[src/rtl/ouptim_pkg.sv]
// Package: register map, field layout, reset values and source indices for the output update timing engine
//
// Behaviour
// Each output update strobe pulse makes every analog output converter channel load its next value at once.
// A configuration bit chooses whether converters update on the rising or the falling edge of the strobe.
// With an internal strobe, a programmable counter divides the selected base clock to make the strobe.
// The strobe source may be the divided base clock, a counter output, change detection or another strobe.
// The strobe source may also be any of 16 function terminals, 8 sync lines, backplane triggers or comparator.
// The strobe leaves the block on terminals, sync lines and backplane triggers as an active-low pulse.
// The engine makes the strobe itself unless an external source is chosen, which then passes straight through.
// The run trigger starts the engine, and after a finite run hardware or a software stop command ends it.
// A programmable delay, two base clock periods by default, lies between run trigger and first strobe.
// The base clock may be the 100 MHz, 20 MHz or 100 kHz timebase, backplane reference or external lines.
// The base clock itself never leaves the block; only the strobe and triggers are exported.
// An external clock can serve as the base clock to be divided or directly as the undivided strobe.
// A retriggerable run trigger is ignored during a burst and re-arms once the burst is over.
// An asserted hold trigger blocks strobes from the next sample onward but never cuts one in progress.
// After hold ends, updates resume at once on the onboard clock, otherwise at the next source edge; a hold at the delay end resumes at once on any base clock.
// In finite mode the engine stops making strobes once the programmed sample count is reached.
// A divide value N gives one strobe per N selected base clock edges, reloading after each pulse.
package ouptim_pkg;

   // =====================================================================
   // Bus geometry and register offsets
   localparam int          AW          = 6;
   localparam int          DW          = 32;
   localparam logic [5:0]  A_CTRL      = 6'h00;
   localparam logic [5:0]  A_CMD       = 6'h04;
   localparam logic [5:0]  A_BASE_SEL  = 6'h08;
   localparam logic [5:0]  A_STRB_SEL  = 6'h0c;
   localparam logic [5:0]  A_TRIG_SEL  = 6'h10;
   localparam logic [5:0]  A_HOLD_SEL  = 6'h14;
   localparam logic [5:0]  A_DIVIDE    = 6'h18;
   localparam logic [5:0]  A_DELAY     = 6'h1c;
   localparam logic [5:0]  A_SAMPLES   = 6'h20;
   localparam logic [5:0]  A_ROUTE     = 6'h24;
   localparam logic [5:0]  A_STATUS    = 6'h28;
   localparam logic [5:0]  A_COUNT     = 6'h2c;
   localparam logic [1:0]  RESP_OKAY   = 2'h0;
   localparam logic [1:0]  RESP_SLVERR = 2'h2;

   // =====================================================================
   // Field positions
   localparam int CB_FINITE    = 0;
   localparam int CB_RETRIG    = 1;
   localparam int CB_UPD_FALL  = 2;
   localparam int CB_BASE_FALL = 3;
   localparam int CB_TRIG_FALL = 4;
   localparam int CB_HOLD_LOW  = 5;
   localparam int CMD_ARM      = 0;
   localparam int CMD_STOP     = 1;
   localparam int RT_PFT_LO    = 0;
   localparam int RT_SYNC_LO   = 16;
   localparam int RT_BP_LO     = 24;

   // =====================================================================
   // Reset values
   localparam logic [5:0]  CTRL_RST    = 6'h00;
   localparam logic [5:0]  SEL_NONE    = 6'h3f;
   localparam logic [5:0]  BASE_RST    = 6'h00;
   localparam logic [31:0] DIVIDE_RST  = 32'h0000_0004;
   localparam logic [31:0] DELAY_RST   = 32'h0000_0002;
   localparam logic [31:0] SAMPLES_RST = 32'h0000_0004;
   localparam logic [31:0] ROUTE_RST   = 32'h0000_0000;

   // =====================================================================
   // Source vector layout
   localparam int S_TB100  = 0;
   localparam int S_TB20   = 1;
   localparam int S_TB100K = 2;
   localparam int S_REFCLK = 3;
   localparam int S_PFT    = 4;
   localparam int S_SYNC   = 20;
   localparam int S_BP     = 28;
   localparam int S_CMP    = 36;
   localparam int S_INT    = 37;
   localparam int NPIN     = 34;
   localparam int NSRC     = 43;

   // =====================================================================
   // Timing
   localparam int          STRB_W      = 2;

   typedef enum logic [1:0] {
      ST_IDLE  = 2'b00,
      ST_WAIT  = 2'b01,
      ST_DELAY = 2'b10,
      ST_RUN   = 2'b11
   } ouptim_state_t;

endpackage : ouptim_pkg

[src/rtl/ouptim_div_if.sv]
// Interface: control and pulse signals between the engine and its base clock divider
interface ouptim_div_if #(parameter int CW = 32);
   logic          load;
   logic          tick;
   logic          en;
   logic [CW-1:0] div;
   logic          pulse;

   modport ctl (output load, output tick, output en, output div, input pulse);
   modport dv  (input load, input tick, input en, input div, output pulse);
endinterface : ouptim_div_if

[src/rtl/ouptim_div.sv]
// Module: reloading base clock divider for the output update strobe
module ouptim_div #(
   parameter int CW = 32
) (
   input  wire logic i_clk,
   input  wire logic i_rst_n,
   ouptim_div_if.dv  d
);
   import ouptim_pkg::*;

   logic [CW-1:0] cnt;
   logic          last;

   // Zero divide behaves as one so the strobe never stalls
   assign last    = (cnt <= CW'(1));
   assign d.pulse = d.en & d.tick & last;

   always_ff @(posedge i_clk or negedge i_rst_n) begin
      if (!i_rst_n) begin
         cnt <= '0;
      end else if (d.load) begin
         cnt <= d.div;
      end else if (d.en && d.tick) begin
         cnt <= last ? d.div : cnt - CW'(1);
      end
   end
endmodule : ouptim_div

[src/rtl/ouptim_top.sv]
// Module: output update timing engine with AXI4-Lite register access
//
// Register access over AXI4-Lite and the register offsets were chosen for this implementation.
module ouptim_top #(
   parameter int CW   = 32,
   parameter int N_CH = 4
) (
   input  wire logic                   i_clk,
   input  wire logic                   i_arst_n,
   input  wire logic                   i_awvalid,
   output logic                        o_awready,
   input  wire logic [ouptim_pkg::AW-1:0] i_awaddr,
   input  wire logic                   i_wvalid,
   output logic                        o_wready,
   input  wire logic [ouptim_pkg::DW-1:0] i_wdata,
   input  wire logic [3:0]             i_wstrb,
   output logic                        o_bvalid,
   input  wire logic                   i_bready,
   output logic [1:0]                  o_bresp,
   input  wire logic                   i_arvalid,
   output logic                        o_arready,
   input  wire logic [ouptim_pkg::AW-1:0] i_araddr,
   output logic                        o_rvalid,
   input  wire logic                   i_rready,
   output logic [ouptim_pkg::DW-1:0]   o_rdata,
   output logic [1:0]                  o_rresp,
   input  wire logic [2:0]             i_tb_tick,
   input  wire logic                   i_bp_refclk,
   input  wire logic [15:0]            i_pft,
   input  wire logic [7:0]             i_sync_line,
   input  wire logic [7:0]             i_bp_trig,
   input  wire logic                   i_cmp_event,
   input  wire logic [5:0]             i_int_src,
   output logic [N_CH-1:0]             o_dac_load,
   output logic                        o_update_strobe,
   output logic [15:0]                 o_pft_o,
   output logic [15:0]                 o_pft_oe,
   output logic [7:0]                  o_sync_o,
   output logic [7:0]                  o_sync_oe,
   output logic [7:0]                  o_bp_o,
   output logic [7:0]                  o_bp_oe,
   output logic                        o_running
);
   import ouptim_pkg::*;

   // =====================================================================
   // Reset release and pin synchronisers
   logic                rst_meta;
   logic                rst_n;
   logic [NPIN-1:0]     pin_meta;
   logic [NPIN-1:0]     pin_sync;
   logic [NSRC-1:0]     lvl;
   logic [NSRC-1:0]     lvl_d;
   logic [NSRC-1:0]     rise;
   logic [NSRC-1:0]     fall;

   always_ff @(posedge i_clk or negedge i_arst_n) begin
      if (!i_arst_n) begin
         rst_meta <= 1'b0;
         rst_n    <= 1'b0;
      end else begin
         rst_meta <= 1'b1;
         rst_n    <= rst_meta;
      end
   end

   always_ff @(posedge i_clk or negedge rst_n) begin
      if (!rst_n) begin
         pin_meta <= '0;
         pin_sync <= '0;
         lvl_d    <= '0;
      end else begin
         pin_meta <= {i_cmp_event, i_bp_trig, i_sync_line, i_pft, i_bp_refclk};
         pin_sync <= pin_meta;
         lvl_d    <= lvl;
      end
   end

   // Timebase ticks are same-domain enables, so they count as edges directly
   assign lvl = {i_int_src, pin_sync, i_tb_tick};

   genvar gi;
   generate
      for (gi = 0; gi < NSRC; gi++) begin : g_edge
         if (gi < S_REFCLK) begin : g_tick
            assign rise[gi] = lvl[gi];
            assign fall[gi] = lvl[gi];
         end else begin : g_det
            assign rise[gi] = lvl[gi] & ~lvl_d[gi];
            assign fall[gi] = ~lvl[gi] & lvl_d[gi];
         end
      end
   endgenerate

   function automatic logic pick(input logic [NSRC-1:0] v, input logic [5:0] sel);
      pick = (int'(sel) < NSRC) ? v[sel] : 1'b0;
   endfunction

   // =====================================================================
   // Registers
   logic [5:0]      ctrl;
   logic [5:0]      base_sel;
   logic [5:0]      strb_sel;
   logic [5:0]      trig_sel;
   logic [5:0]      hold_sel;
   logic [CW-1:0]   divide;
   logic [CW-1:0]   delay;
   logic [CW-1:0]   samples;
   logic [31:0]     route;
   logic            arm_p;
   logic            stop_p;
   logic            done;
   logic [CW-1:0]   scount;
   logic [AW-1:0]   awaddr;
   logic [DW-1:0]   wdata;
   logic [3:0]      wstrb;
   logic            wr_go;
   logic            wr_hit;
   ouptim_state_t   state;
   logic            pending;

   function automatic logic [31:0] merge(input logic [31:0] old, input logic [31:0] nw, input logic [3:0] be);
      merge = old;
      for (int b = 0; b < 4; b++) begin
         if (be[b]) merge[8*b +: 8] = nw[8*b +: 8];
      end
   endfunction

   assign wr_go  = !o_awready && !o_wready && !o_bvalid;
   assign wr_hit = (awaddr <= A_ROUTE) && (awaddr[1:0] == 2'b00);

   always_ff @(posedge i_clk or negedge rst_n) begin
      if (!rst_n) begin
         o_awready <= 1'b1;
         o_wready  <= 1'b1;
         o_bvalid  <= 1'b0;
         o_bresp   <= RESP_OKAY;
         awaddr    <= '0;
         wdata     <= '0;
         wstrb     <= '0;
      end else begin
         if (i_awvalid && o_awready) begin
            o_awready <= 1'b0;
            awaddr    <= i_awaddr;
         end
         if (i_wvalid && o_wready) begin
            o_wready <= 1'b0;
            wdata    <= i_wdata;
            wstrb    <= i_wstrb;
         end
         if (wr_go) begin
            o_awready <= 1'b1;
            o_wready  <= 1'b1;
            o_bvalid  <= 1'b1;
            o_bresp   <= wr_hit ? RESP_OKAY : RESP_SLVERR;
         end else if (o_bvalid && i_bready) begin
            o_bvalid <= 1'b0;
         end
      end
   end

   always_ff @(posedge i_clk or negedge rst_n) begin
      if (!rst_n) begin
         ctrl     <= CTRL_RST;
         base_sel <= BASE_RST;
         strb_sel <= SEL_NONE;
         trig_sel <= SEL_NONE;
         hold_sel <= SEL_NONE;
         divide   <= CW'(DIVIDE_RST);
         delay    <= CW'(DELAY_RST);
         samples  <= CW'(SAMPLES_RST);
         route    <= ROUTE_RST;
         arm_p    <= 1'b0;
         stop_p   <= 1'b0;
      end else begin
         arm_p  <= 1'b0;
         stop_p <= 1'b0;
         if (wr_go && wr_hit) begin
            case (awaddr)
               A_CTRL:     ctrl     <= 6'(merge(32'(ctrl), wdata, wstrb));
               A_CMD: begin
                  arm_p  <= wstrb[0] & wdata[CMD_ARM];
                  stop_p <= wstrb[0] & wdata[CMD_STOP];
               end
               A_BASE_SEL: base_sel <= 6'(merge(32'(base_sel), wdata, wstrb));
               A_STRB_SEL: strb_sel <= 6'(merge(32'(strb_sel), wdata, wstrb));
               A_TRIG_SEL: trig_sel <= 6'(merge(32'(trig_sel), wdata, wstrb));
               A_HOLD_SEL: hold_sel <= 6'(merge(32'(hold_sel), wdata, wstrb));
               A_DIVIDE:   divide   <= CW'(merge(32'(divide), wdata, wstrb));
               A_DELAY:    delay    <= CW'(merge(32'(delay), wdata, wstrb));
               A_SAMPLES:  samples  <= CW'(merge(32'(samples), wdata, wstrb));
               A_ROUTE:    route    <= merge(route, wdata, wstrb);
               default: ;
            endcase
         end
      end
   end

   always_ff @(posedge i_clk or negedge rst_n) begin
      if (!rst_n) begin
         o_arready <= 1'b1;
         o_rvalid  <= 1'b0;
         o_rdata   <= '0;
         o_rresp   <= RESP_OKAY;
      end else if (i_arvalid && o_arready) begin
         o_arready <= 1'b0;
         o_rvalid  <= 1'b1;
         o_rresp   <= RESP_OKAY;
         case (i_araddr)
            A_CTRL:     o_rdata <= 32'(ctrl);
            A_CMD:      o_rdata <= '0;
            A_BASE_SEL: o_rdata <= 32'(base_sel);
            A_STRB_SEL: o_rdata <= 32'(strb_sel);
            A_TRIG_SEL: o_rdata <= 32'(trig_sel);
            A_HOLD_SEL: o_rdata <= 32'(hold_sel);
            A_DIVIDE:   o_rdata <= 32'(divide);
            A_DELAY:    o_rdata <= 32'(delay);
            A_SAMPLES:  o_rdata <= 32'(samples);
            A_ROUTE:    o_rdata <= route;
            A_STATUS:   o_rdata <= {27'h0, done, pending, o_running, state};
            A_COUNT:    o_rdata <= 32'(scount);
            default: begin
               o_rdata <= '0;
               o_rresp <= RESP_SLVERR;
            end
         endcase
      end else if (o_rvalid && i_rready) begin
         o_rvalid  <= 1'b0;
         o_arready <= 1'b1;
      end
   end

   // =====================================================================
   // Engine
   logic            base_tick;
   logic            internal;
   logic            onboard;
   logic            trig_ev;
   logic            hold_act;
   logic            src_ev;
   logic            emit;
   logic            last_smp;
   logic [CW-1:0]   dcnt;
   ouptim_div_if #(.CW(CW)) div_bus ();

   assign internal  = (strb_sel == SEL_NONE);
   assign onboard   = internal && (int'(base_sel) < S_REFCLK);
   assign base_tick = ctrl[CB_BASE_FALL] ? pick(fall, base_sel) : pick(rise, base_sel);
   assign trig_ev   = (trig_sel == SEL_NONE) ? arm_p
                    : (ctrl[CB_TRIG_FALL] ? pick(fall, trig_sel) : pick(rise, trig_sel));
   assign hold_act  = (hold_sel != SEL_NONE) && (pick(lvl, hold_sel) ^ ctrl[CB_HOLD_LOW]);
   // External strobe passes undivided on its rising edge
   assign src_ev    = internal ? div_bus.pulse : pick(rise, strb_sel);

   always_comb begin
      emit = 1'b0;
      if (state == ST_DELAY && internal && base_tick && dcnt <= CW'(1) && !hold_act) begin
         emit = 1'b1;
      end else if (state == ST_RUN && !hold_act) begin
         emit = src_ev | pending;
      end
   end

   assign last_smp = ctrl[CB_FINITE] && (scount + CW'(1) >= samples);

   assign div_bus.load = (state != ST_RUN);
   assign div_bus.tick = base_tick;
   assign div_bus.en   = (state == ST_RUN) && internal;
   assign div_bus.div  = divide;

   ouptim_div #(.CW(CW)) u_div (
      .i_clk   (i_clk),
      .i_rst_n (rst_n),
      .d       (div_bus)
   );

   always_ff @(posedge i_clk or negedge rst_n) begin
      if (!rst_n) begin
         state   <= ST_IDLE;
         dcnt    <= '0;
         scount  <= '0;
         done    <= 1'b0;
         pending <= 1'b0;
      end else if (stop_p) begin
         state   <= ST_IDLE;
         pending <= 1'b0;
      end else begin
         case (state)
            ST_IDLE: begin
               if (arm_p) begin
                  state <= ST_WAIT;
                  done  <= 1'b0;
               end
            end
            ST_WAIT: begin
               if (trig_ev || (arm_p && trig_sel == SEL_NONE)) begin
                  state  <= internal ? ST_DELAY : ST_RUN;
                  dcnt   <= delay;
                  scount <= '0;
               end
            end
            ST_DELAY: begin
               // Run trigger ignored here and in ST_RUN until the burst ends
               if (base_tick && dcnt <= CW'(1)) begin
                  pending <= hold_act;
                  if (emit) begin
                     scount <= scount + CW'(1);
                  end
                  state <= (emit && last_smp) ? (ctrl[CB_RETRIG] ? ST_WAIT : ST_IDLE) : ST_RUN;
                  done  <= emit && last_smp;
               end else if (base_tick) begin
                  dcnt <= dcnt - CW'(1);
               end
            end
            ST_RUN: begin
               if (hold_act && src_ev && onboard) begin
                  pending <= 1'b1;
               end else if (emit) begin
                  pending <= 1'b0;
               end
               if (emit) begin
                  scount <= scount + CW'(1);
                  if (last_smp) begin
                     state <= ctrl[CB_RETRIG] ? ST_WAIT : ST_IDLE;
                     done  <= 1'b1;
                  end
               end
            end
            default: state <= ST_IDLE;
         endcase
      end
   end

   // =====================================================================
   // Strobe shaping, converter load and export
   // Limitation: divides at or below STRB_W merge adjacent strobes into one
   logic [1:0] scnt;
   logic       strb_d;
   logic       upd;

   assign upd = ctrl[CB_UPD_FALL] ? (strb_d & ~o_update_strobe) : (o_update_strobe & ~strb_d);

   always_ff @(posedge i_clk or negedge rst_n) begin
      if (!rst_n) begin
         scnt            <= '0;
         o_update_strobe <= 1'b0;
         strb_d          <= 1'b0;
         o_dac_load      <= '0;
         o_running       <= 1'b0;
      end else begin
         if (emit) begin
            scnt            <= 2'(STRB_W - 1);
            o_update_strobe <= 1'b1;
         end else if (scnt != 2'h0) begin
            scnt <= scnt - 2'h1;
         end else begin
            o_update_strobe <= 1'b0;
         end
         strb_d     <= o_update_strobe;
         o_dac_load <= {N_CH{upd}};
         o_running  <= (state == ST_DELAY) || (state == ST_RUN);
      end
   end

   // Only the shaped strobe is exported; the base clock has no path out
   always_ff @(posedge i_clk or negedge rst_n) begin
      if (!rst_n) begin
         o_pft_o   <= '1;
         o_pft_oe  <= '0;
         o_sync_o  <= '1;
         o_sync_oe <= '0;
         o_bp_o    <= '1;
         o_bp_oe   <= '0;
      end else begin
         o_pft_o   <= {16{~o_update_strobe}};
         o_sync_o  <= {8{~o_update_strobe}};
         o_bp_o    <= {8{~o_update_strobe}};
         o_pft_oe  <= route[RT_PFT_LO +: 16];
         o_sync_oe <= route[RT_SYNC_LO +: 8];
         o_bp_oe   <= route[RT_BP_LO +: 8];
      end
   end
endmodule : ouptim_top
[config.mk]
export PLATFORM = sky130hd
export DESIGN_NAME = ouptim_top
export DESIGN_NICKNAME = d
export VERILOG_FILES = /design/src/rtl/ouptim_pkg.sv /design/src/rtl/ouptim_div_if.sv /design/src/rtl/ouptim_div.sv /design/src/rtl/ouptim_top.sv
export SDC_FILE = /design/constraint.sdc
export NUM_CORES = 1
export LEC_CHECK = 0
export BUFFER_PORTS_ARGS = -buffer_cell sky130_fd_sc_hd__buf_2
export CORE_MARGIN = 4
export CORE_UTILIZATION = 45
export CTS_BUF_LIST = sky130_fd_sc_hd__clkbuf_8 sky130_fd_sc_hd__clkbuf_16
export CTS_CLUSTER_DIAMETER = 120
export CTS_CLUSTER_SIZE = 10
export DETAILED_ROUTE_END_ITERATION = 8
export GPL_ROUTABILITY_DRIVEN = 0
export PLACE_DENSITY = 0.63
export SYNTH_ARGS = -nofsm -noshare
export SYNTH_HDL_FRONTEND = slang
export SYNTH_SLANG_ARGS = --single-unit
export TNS_END_PERCENT = 10
[constraint.sdc]
create_clock -name i_clk -period 17.1 [get_ports i_clk]
set_input_delay 5.13 -clock i_clk [delete_from_list [all_inputs] [get_ports i_clk]]
set_output_delay 5.13 -clock i_clk [all_outputs]
set_load 0.03 [all_outputs]
### Word level (Yosys, flattened, before mapping)

Index checks and enable logic that the tools add are counted.

| storage, ports and cells | value |
|---|---|
| bits in registers | 496 |
| input port bits | 98 |
| output and inout bits | 111 |
| logic and storage cells | 433 |

| operators by class | value |
|---|---|
| add/subtract/negate cells | 4 |
| magnitude comparators | 13 |
| equal/unequal tests | 41 |
| muxes and demuxes | 77 |
| bitwise operators | 171 |
| reductions and logical operators | 72 |

Operators by type and width:

| cell | count |
|---|---|
| $pmux 32 s11 | 1 |
| $mux 32 | 9 |
| $pmux 32 s3 | 1 |
| $and 1x1->1 | 86 |
| $not 1->1 | 83 |
| $reduce_and 3->1 | 22 |
| $le 32x1->1 const B | 2 |
| $pmux 32 s2 | 1 |
| $sub 32x1->32 const B | 2 |
| $eq 6x5->1 const B | 8 |
| $eq 6x6->1 const B | 8 |
| $mux 1 | 45 |
| $bmux 1 s6 | 6 |
| $add 32x1->32 const B | 1 |
| $ge 32x32->1 | 1 |
| $lt 6x7->1 const B | 4 |
| $eq 6x4->1 const B | 4 |
| $logic_and 1x1->1 | 24 |
| $lt 6x6->1 const B | 4 |
| $mux 2 | 11 |
| $ne 2x2->1 const B | 8 |
| $reduce_bool 2->1 | 8 |
| $eq 6x3->1 const B | 2 |
| $logic_not 6->1 | 2 |
| other kinds (23) | 35 |

### Depth between registers and ports, before layout

| depth | value |
|---|---|
| depth after elaboration | 17 |
| depth in mapped cells | 20 |
| mapped depth without buffers | 19 |

### By module

From an unflattened synthesis, not the netlist that was laid out.

| unflattened totals | value |
|---|---|
| cell total of the unflattened synthesis | 2300 |
| area total of the unflattened synthesis | 24953.9 um^2 |

By module, submodules not included:

| module | instances | cells each | area each (um^2) | seq. area each (um^2) |
|---|---|---|---|---|
| ouptim_top | 1 | 2027 | 22663.0 | 11492.3 |
| ouptim_div | 1 | 273 | 2290.9 | 800.8 |

### Worst setup path before layout

Ideal clock, no wire load.

| path | value |
|---|---|
| kind | in2reg |
| start point | input i_tb_tick[2] |
| end point | register scount[15] |
| library setup time | 0.124 ns |
| data arrival time | 7.313 ns |
| required time | 16.976 ns |
| setup slack | 9.663 ns |
| stages on the path | 10 |
| buffers on the path | 1 |
| path through | mux4_2 > or2_0 > a41o_1 > or4_4 > nand4_1 > or3_1 > and3_4 > buf_6 > nor2_2 > a211o_1 |

| on the way | value |
|---|---|
| word-level cells in the longest chain between the ends | 13 |
| elaborated cells on any way between the ends | 42 |
| classes of those cells | eq/ne: 2; mux: 27; bitwise: 4; reduce/logical: 9 |

Ends and longest elaborated chain:

| what | line | source |
|---|---|---|
| start, declared | ouptim_top.sv:27 | `input wire logic [2:0] i_tb_tick,` |
| $bmux 1 s6 | ouptim_top.sv:96 | `pick = (int'(sel) < NSRC) ? v[sel] : 1'b0;` |
| $mux 1 (implied by the code) | ouptim_top.sv:96 |  |
| $mux 1 | ouptim_top.sv:96 |  |
| $mux 1 | ouptim_top.sv:248 | `assign base_tick = ctrl[CB_BASE_FALL] ? pick(fall, base_sel) : pick(rise, base_sel);` |
| $and 1x1->1 (2 in a row) | ouptim_div.sv:16 | `assign d.pulse = d.en & d.tick & last;` |
| $mux 1 | ouptim_top.sv:253 | `assign src_ev = internal ? div_bus.pulse : pick(rise, strb_sel);` |
| $or 1x1->1 | ouptim_top.sv:260 | `emit = src_ev \| pending;` |
| $mux 1 | ouptim_top.sv:259 | `end else if (state == ST_RUN && !hold_act) begin` |
| $mux 1 | ouptim_top.sv:257 | `if (state == ST_DELAY && internal && base_tick && dcnt <= CW'(1) && !hold_act) begin` |
| $mux 32 (2 in a row) | - |  |
| $pmux 32 s3 | - |  |
| end signal, assigned | ouptim_top.sv:307 | `scount <= scount + CW'(1);` |
| end signal, assigned | ouptim_top.sv:322 | `scount <= scount + CW'(1);` |
| end, declared | ouptim_top.sv:113 | `logic [CW-1:0] scount;` |

Parallel ways exist; a longest one is shown, timed or not. The select of a mux whose other input is x is not followed.
A chain may end at the register's enable or synchronous reset.

### Final worst setup path

| path | value |
|---|---|
| start point | input i_int_src[0] |
| end point | register u_div.cnt[0] |

| on the way | value |
|---|---|
| word-level cells in the longest chain between the ends | 8 |
| elaborated cells on any way between the ends | 12 |
| classes of those cells | mux: 7; bitwise: 3; reduce/logical: 2 |

Ends and longest elaborated chain:

| what | line | source |
|---|---|---|
| start, declared | ouptim_top.sv:33 | `input wire logic [5:0] i_int_src,` |
| $not 1->1 | ouptim_top.sv:90 | `assign fall[gi] = ~lvl[gi] & lvl_d[gi];` |
| $and 1x1->1 | ouptim_top.sv:90 |  |
| $bmux 1 s6 | ouptim_top.sv:96 |  |
| $mux 1 (implied by the code) | ouptim_top.sv:96 |  |
| $mux 1 | ouptim_top.sv:96 |  |
| $mux 1 * | ouptim_top.sv:248 |  |
| $logic_and 1x1->1 * | ouptim_div.sv:23 | `end else if (d.en && d.tick) begin` |
| $reduce_bool 2->1 (no source line) * | - |  |
| end signal, assigned | ouptim_div.sv:22 | `cnt <= d.div;` |
| end signal, assigned | ouptim_div.sv:24 | `cnt <= last ? d.div : cnt - CW'(1);` |
| end, declared | ouptim_div.sv:11 | `logic [CW-1:0] cnt;` |

Mark *: on every way between the ends. The rest lies on a longest branch, timed or not. The select of a mux whose other input is x is not followed.

==> results.toml <==
[logic_synthesis]
synth_edf_count = 0
synth-async-reset-ratio_pct = 100.0
synth_seq_area_share_pct = 49.55
synth_area_leader_cell = "dfrtp_1"
synth.avg_cell_area_sq_um = 10.75
synth-seq-cells = 490
syn_area_sq_um = 24810
synth_area_leaders = "dfrtp_1 (47%), mux2_2 (7.8%), mux4_2 (4.4%)"
ys_types = 94
synth_top_area_share_pct = 46.91
yosysWarnings = 0
synthFlopType = "dfrtp_1"
syn_inst = 2307

[min_path]
hp-class = "flip-flop to flip-flop"

[clock_network]
hold_buffers = 0
cts_tree = "built"
cts_resized = 0
clockRootBuffer = "clkbuf_16"
clkSinkCount = 490
htreeDepth = 2
post-cts-setup-buffers = 0
cts_buffers = 55
cts_max_path_buffers = 3
cts.clk_slew.worst_paths_ns = 0.06
clk_latency_ns = 0.62

[timing]
skew_ns = 0.04582
setup_tns_ns = 0
period_share_pct = 44.68
slew_headroom_pct = 26.61
max_freq_mhz = 130.9
min_period_ns = 7.641
slew_violations = 0
rsz0062_at_grt = "false"
finalSetupViolCount = 0
worstMarginPinSlew_ns = 1.091
finalHoldViolCount = 0

[setup_path]
crit_arrival_ns = 8.13
crit_path_end_kind = "flip-flop"
cp.required_ns = 17.59
cp_common_cell = "nor2_1"
crit_fanout = 37
slowest_delay_ns = 0.82
startpoint_type = "input pin"
critPathTopFamily = "compound AO/OA/AOI/OAI gates"
critPathKind = "input pin to flip-flop"
cp_slowest_cell = "a21oi_4"
crit_buf_inv = 1
crit_chain = "buf_2 > nor2b_1 > mux4_2 > nor2_1 > o311ai_0 > a211oi_2 > nor2_1 > a21oi_4 > nor3_1 > a311o_1"

[final_layout]
n_fill_cell = 4833
fin_area_sq_um = 27590
drive_gt1_share_pct = 24.21
final_cell_mix = "dfrtp_1 (464), o21ai_0 (210), buf_2 (206)"
n_antenna_cell = 0
finalCoreUtilization_pct = 50.87
area_growth_pct = 11.23
layout_commonest_cell = "dfrtp_1"
fin_nets = 2564

[die]
die-height_um = 242.8
die_area_sq_um = 58950
initial_core_util_pct = 45.74
row_count = 85
io-pin-count = 209
die-width_um = 242.8
core_sq_um = 54240

[routing]
drc = 0
dr.pass1.iters = 9
wl_um = 74380
wl_met2_um = 32590
wl_per_cell_um = 23.58
routed.top_layer = "met5"
viasPerCell = 6.203
wl_met3_um = 7043
dr_total_vias = 19560
drtIter0Drc = 2093
antenna_left = 0
wl_met1_um = 32970

[global_route]
grt_pass1_wl_um = 115200
grt_max_degree = 158
antenna_found_initial = 3
grtUsageTotal_pct = 24.80
first_global_vias = 19040
grt-ovfl-total = 0

[pwr]
cellPowerDensity_nw_per_um2 = 129.6
ir_worst_vdd_mv = 0.1066
p_leak_nw = 12.12

[status]
status = "completed"

[flow_run]
cap_violations = 0

[place]
place_hpwl_um = 53070
placed_area_sq_um = 26030
io_buffers = 206
-- worst register-to-register path, stage by stage (launching register included) --
cell	delay, ns
dfrtp_1	0.48
ha_1	0.32
nand3_1	0.17
nor2_1	0.22
nand3_1	0.19
nor3_1	0.35
nand4_1	0.36
nor2_1	0.28
nand3_1	0.16
xnor2_1	0.16
ha_1	0.31
nand4_1	0.09
nor3_1	0.21
nand2_1	0.08
o21ai_0	0.82
a31oi_1	0.19
o221a_2	0.31
-- power breakdown --
part / switching [mW] / internal (mW) / leakage (nW)
registers: 0.309 / 1.34 / 6.00
logic: 0.554 / 0.320 / 5.26
clock network: 0.464 / 0.584 / 0.861
total: 1.33 / 2.25 / 12.1
-- path summary, 6_finish.rpt --
path | depth (start not counted) | from | slack (ns) | endpoint
setup / recovery | 10 | i_int_src[0] | 9.46 | u_div.cnt[0]
hold reg to reg | 0 | pin_meta[12] | 0.34 | pin_sync[12]
hold / removal | 0 | pin_meta[12] | 0.34 | pin_sync[12]
max in group asynchronous | 1 | i_arst_n | 12.68 | rst_n
min in group asynchronous | 0 | rst_n | 0.39 | awaddr[5]
setup reg to reg | 16 | scount[0] | 12.31 | state[1]
-- per-layer routing --
layer  up-vias  track usage (%)
li1       8672                -
met1      9829            37.56
met2       943            36.79
met3       116            4.757
met4         4            6.400
met5         -                0
-- stage by stage --
stage	instances	setup WS, ns	total power, mW	hold slack [ns]
floorplan	2308	2.475	2.243	0.3312
global placement	3067	9.013	2.500	0.3319
detailed placement	3067	8.908	2.529	0.3347
CTS	3154	9.544	3.586	0.3472
global route	3154	9.340	3.748	0.3489
finish	3154	9.459	3.575	0.3439
-- flip-flops by register name, indices dropped and copies added (netlist names), 8 cells and up --
signal,cells
o_bp_oe,8
delay,32
o_pft_oe,16
pin_meta,34
route,32
dcnt,32
o_rdata,32
u_div.cnt,32
div_bus.div,32
o_sync_oe,8
samples,32
scount,32
wdata,32
lvl_d,40
pin_sync,34
-- area by class of cell --
type                       count  area [sq um]  area share, %
sequential                   490         12300          44.56
clock inverter                31         161.4         0.5849
multi-input combinational   1575         11370          41.20
tap                          696         870.8          3.156
clock buffer                  56          1401          5.078
inverter                      80         300.3          1.088
timing repair buffer         226          1194          4.326
-- cells by family after synthesis --
kind of cell / after synthesis / synth area share, %
adders and majority gates: 38 / 1.917
muxes: 266 / 14.08
buffers and inverters: 243 / 4.736
xor gates and xnor gates: 24 / 0.8473
other: 2 / 0.03027
DFF: 490 / 49.55
AOI/OAI and AO/OA: 559 / 14.51
and+or+nand+nor: 685 / 14.33
-- cells in the mapped netlist, drive strengths merged (19+ instances only) --
cell    count
buf        85
nor4       28
a21oi      86
ha         38
nand3      55
inv        78
dfstp      25
nand2b     27
nor2      140
nand4      22
nand2     186
dfrtp     465
mux2i      46
mux2      171
xnor2      20
mux4       49
nor3       54
and3       19
a31oi      21
clkbuf     78
nor2b      68
a222oi     30
a22oi      40
o21ai     247
Power figures use the tool's default switching activity.
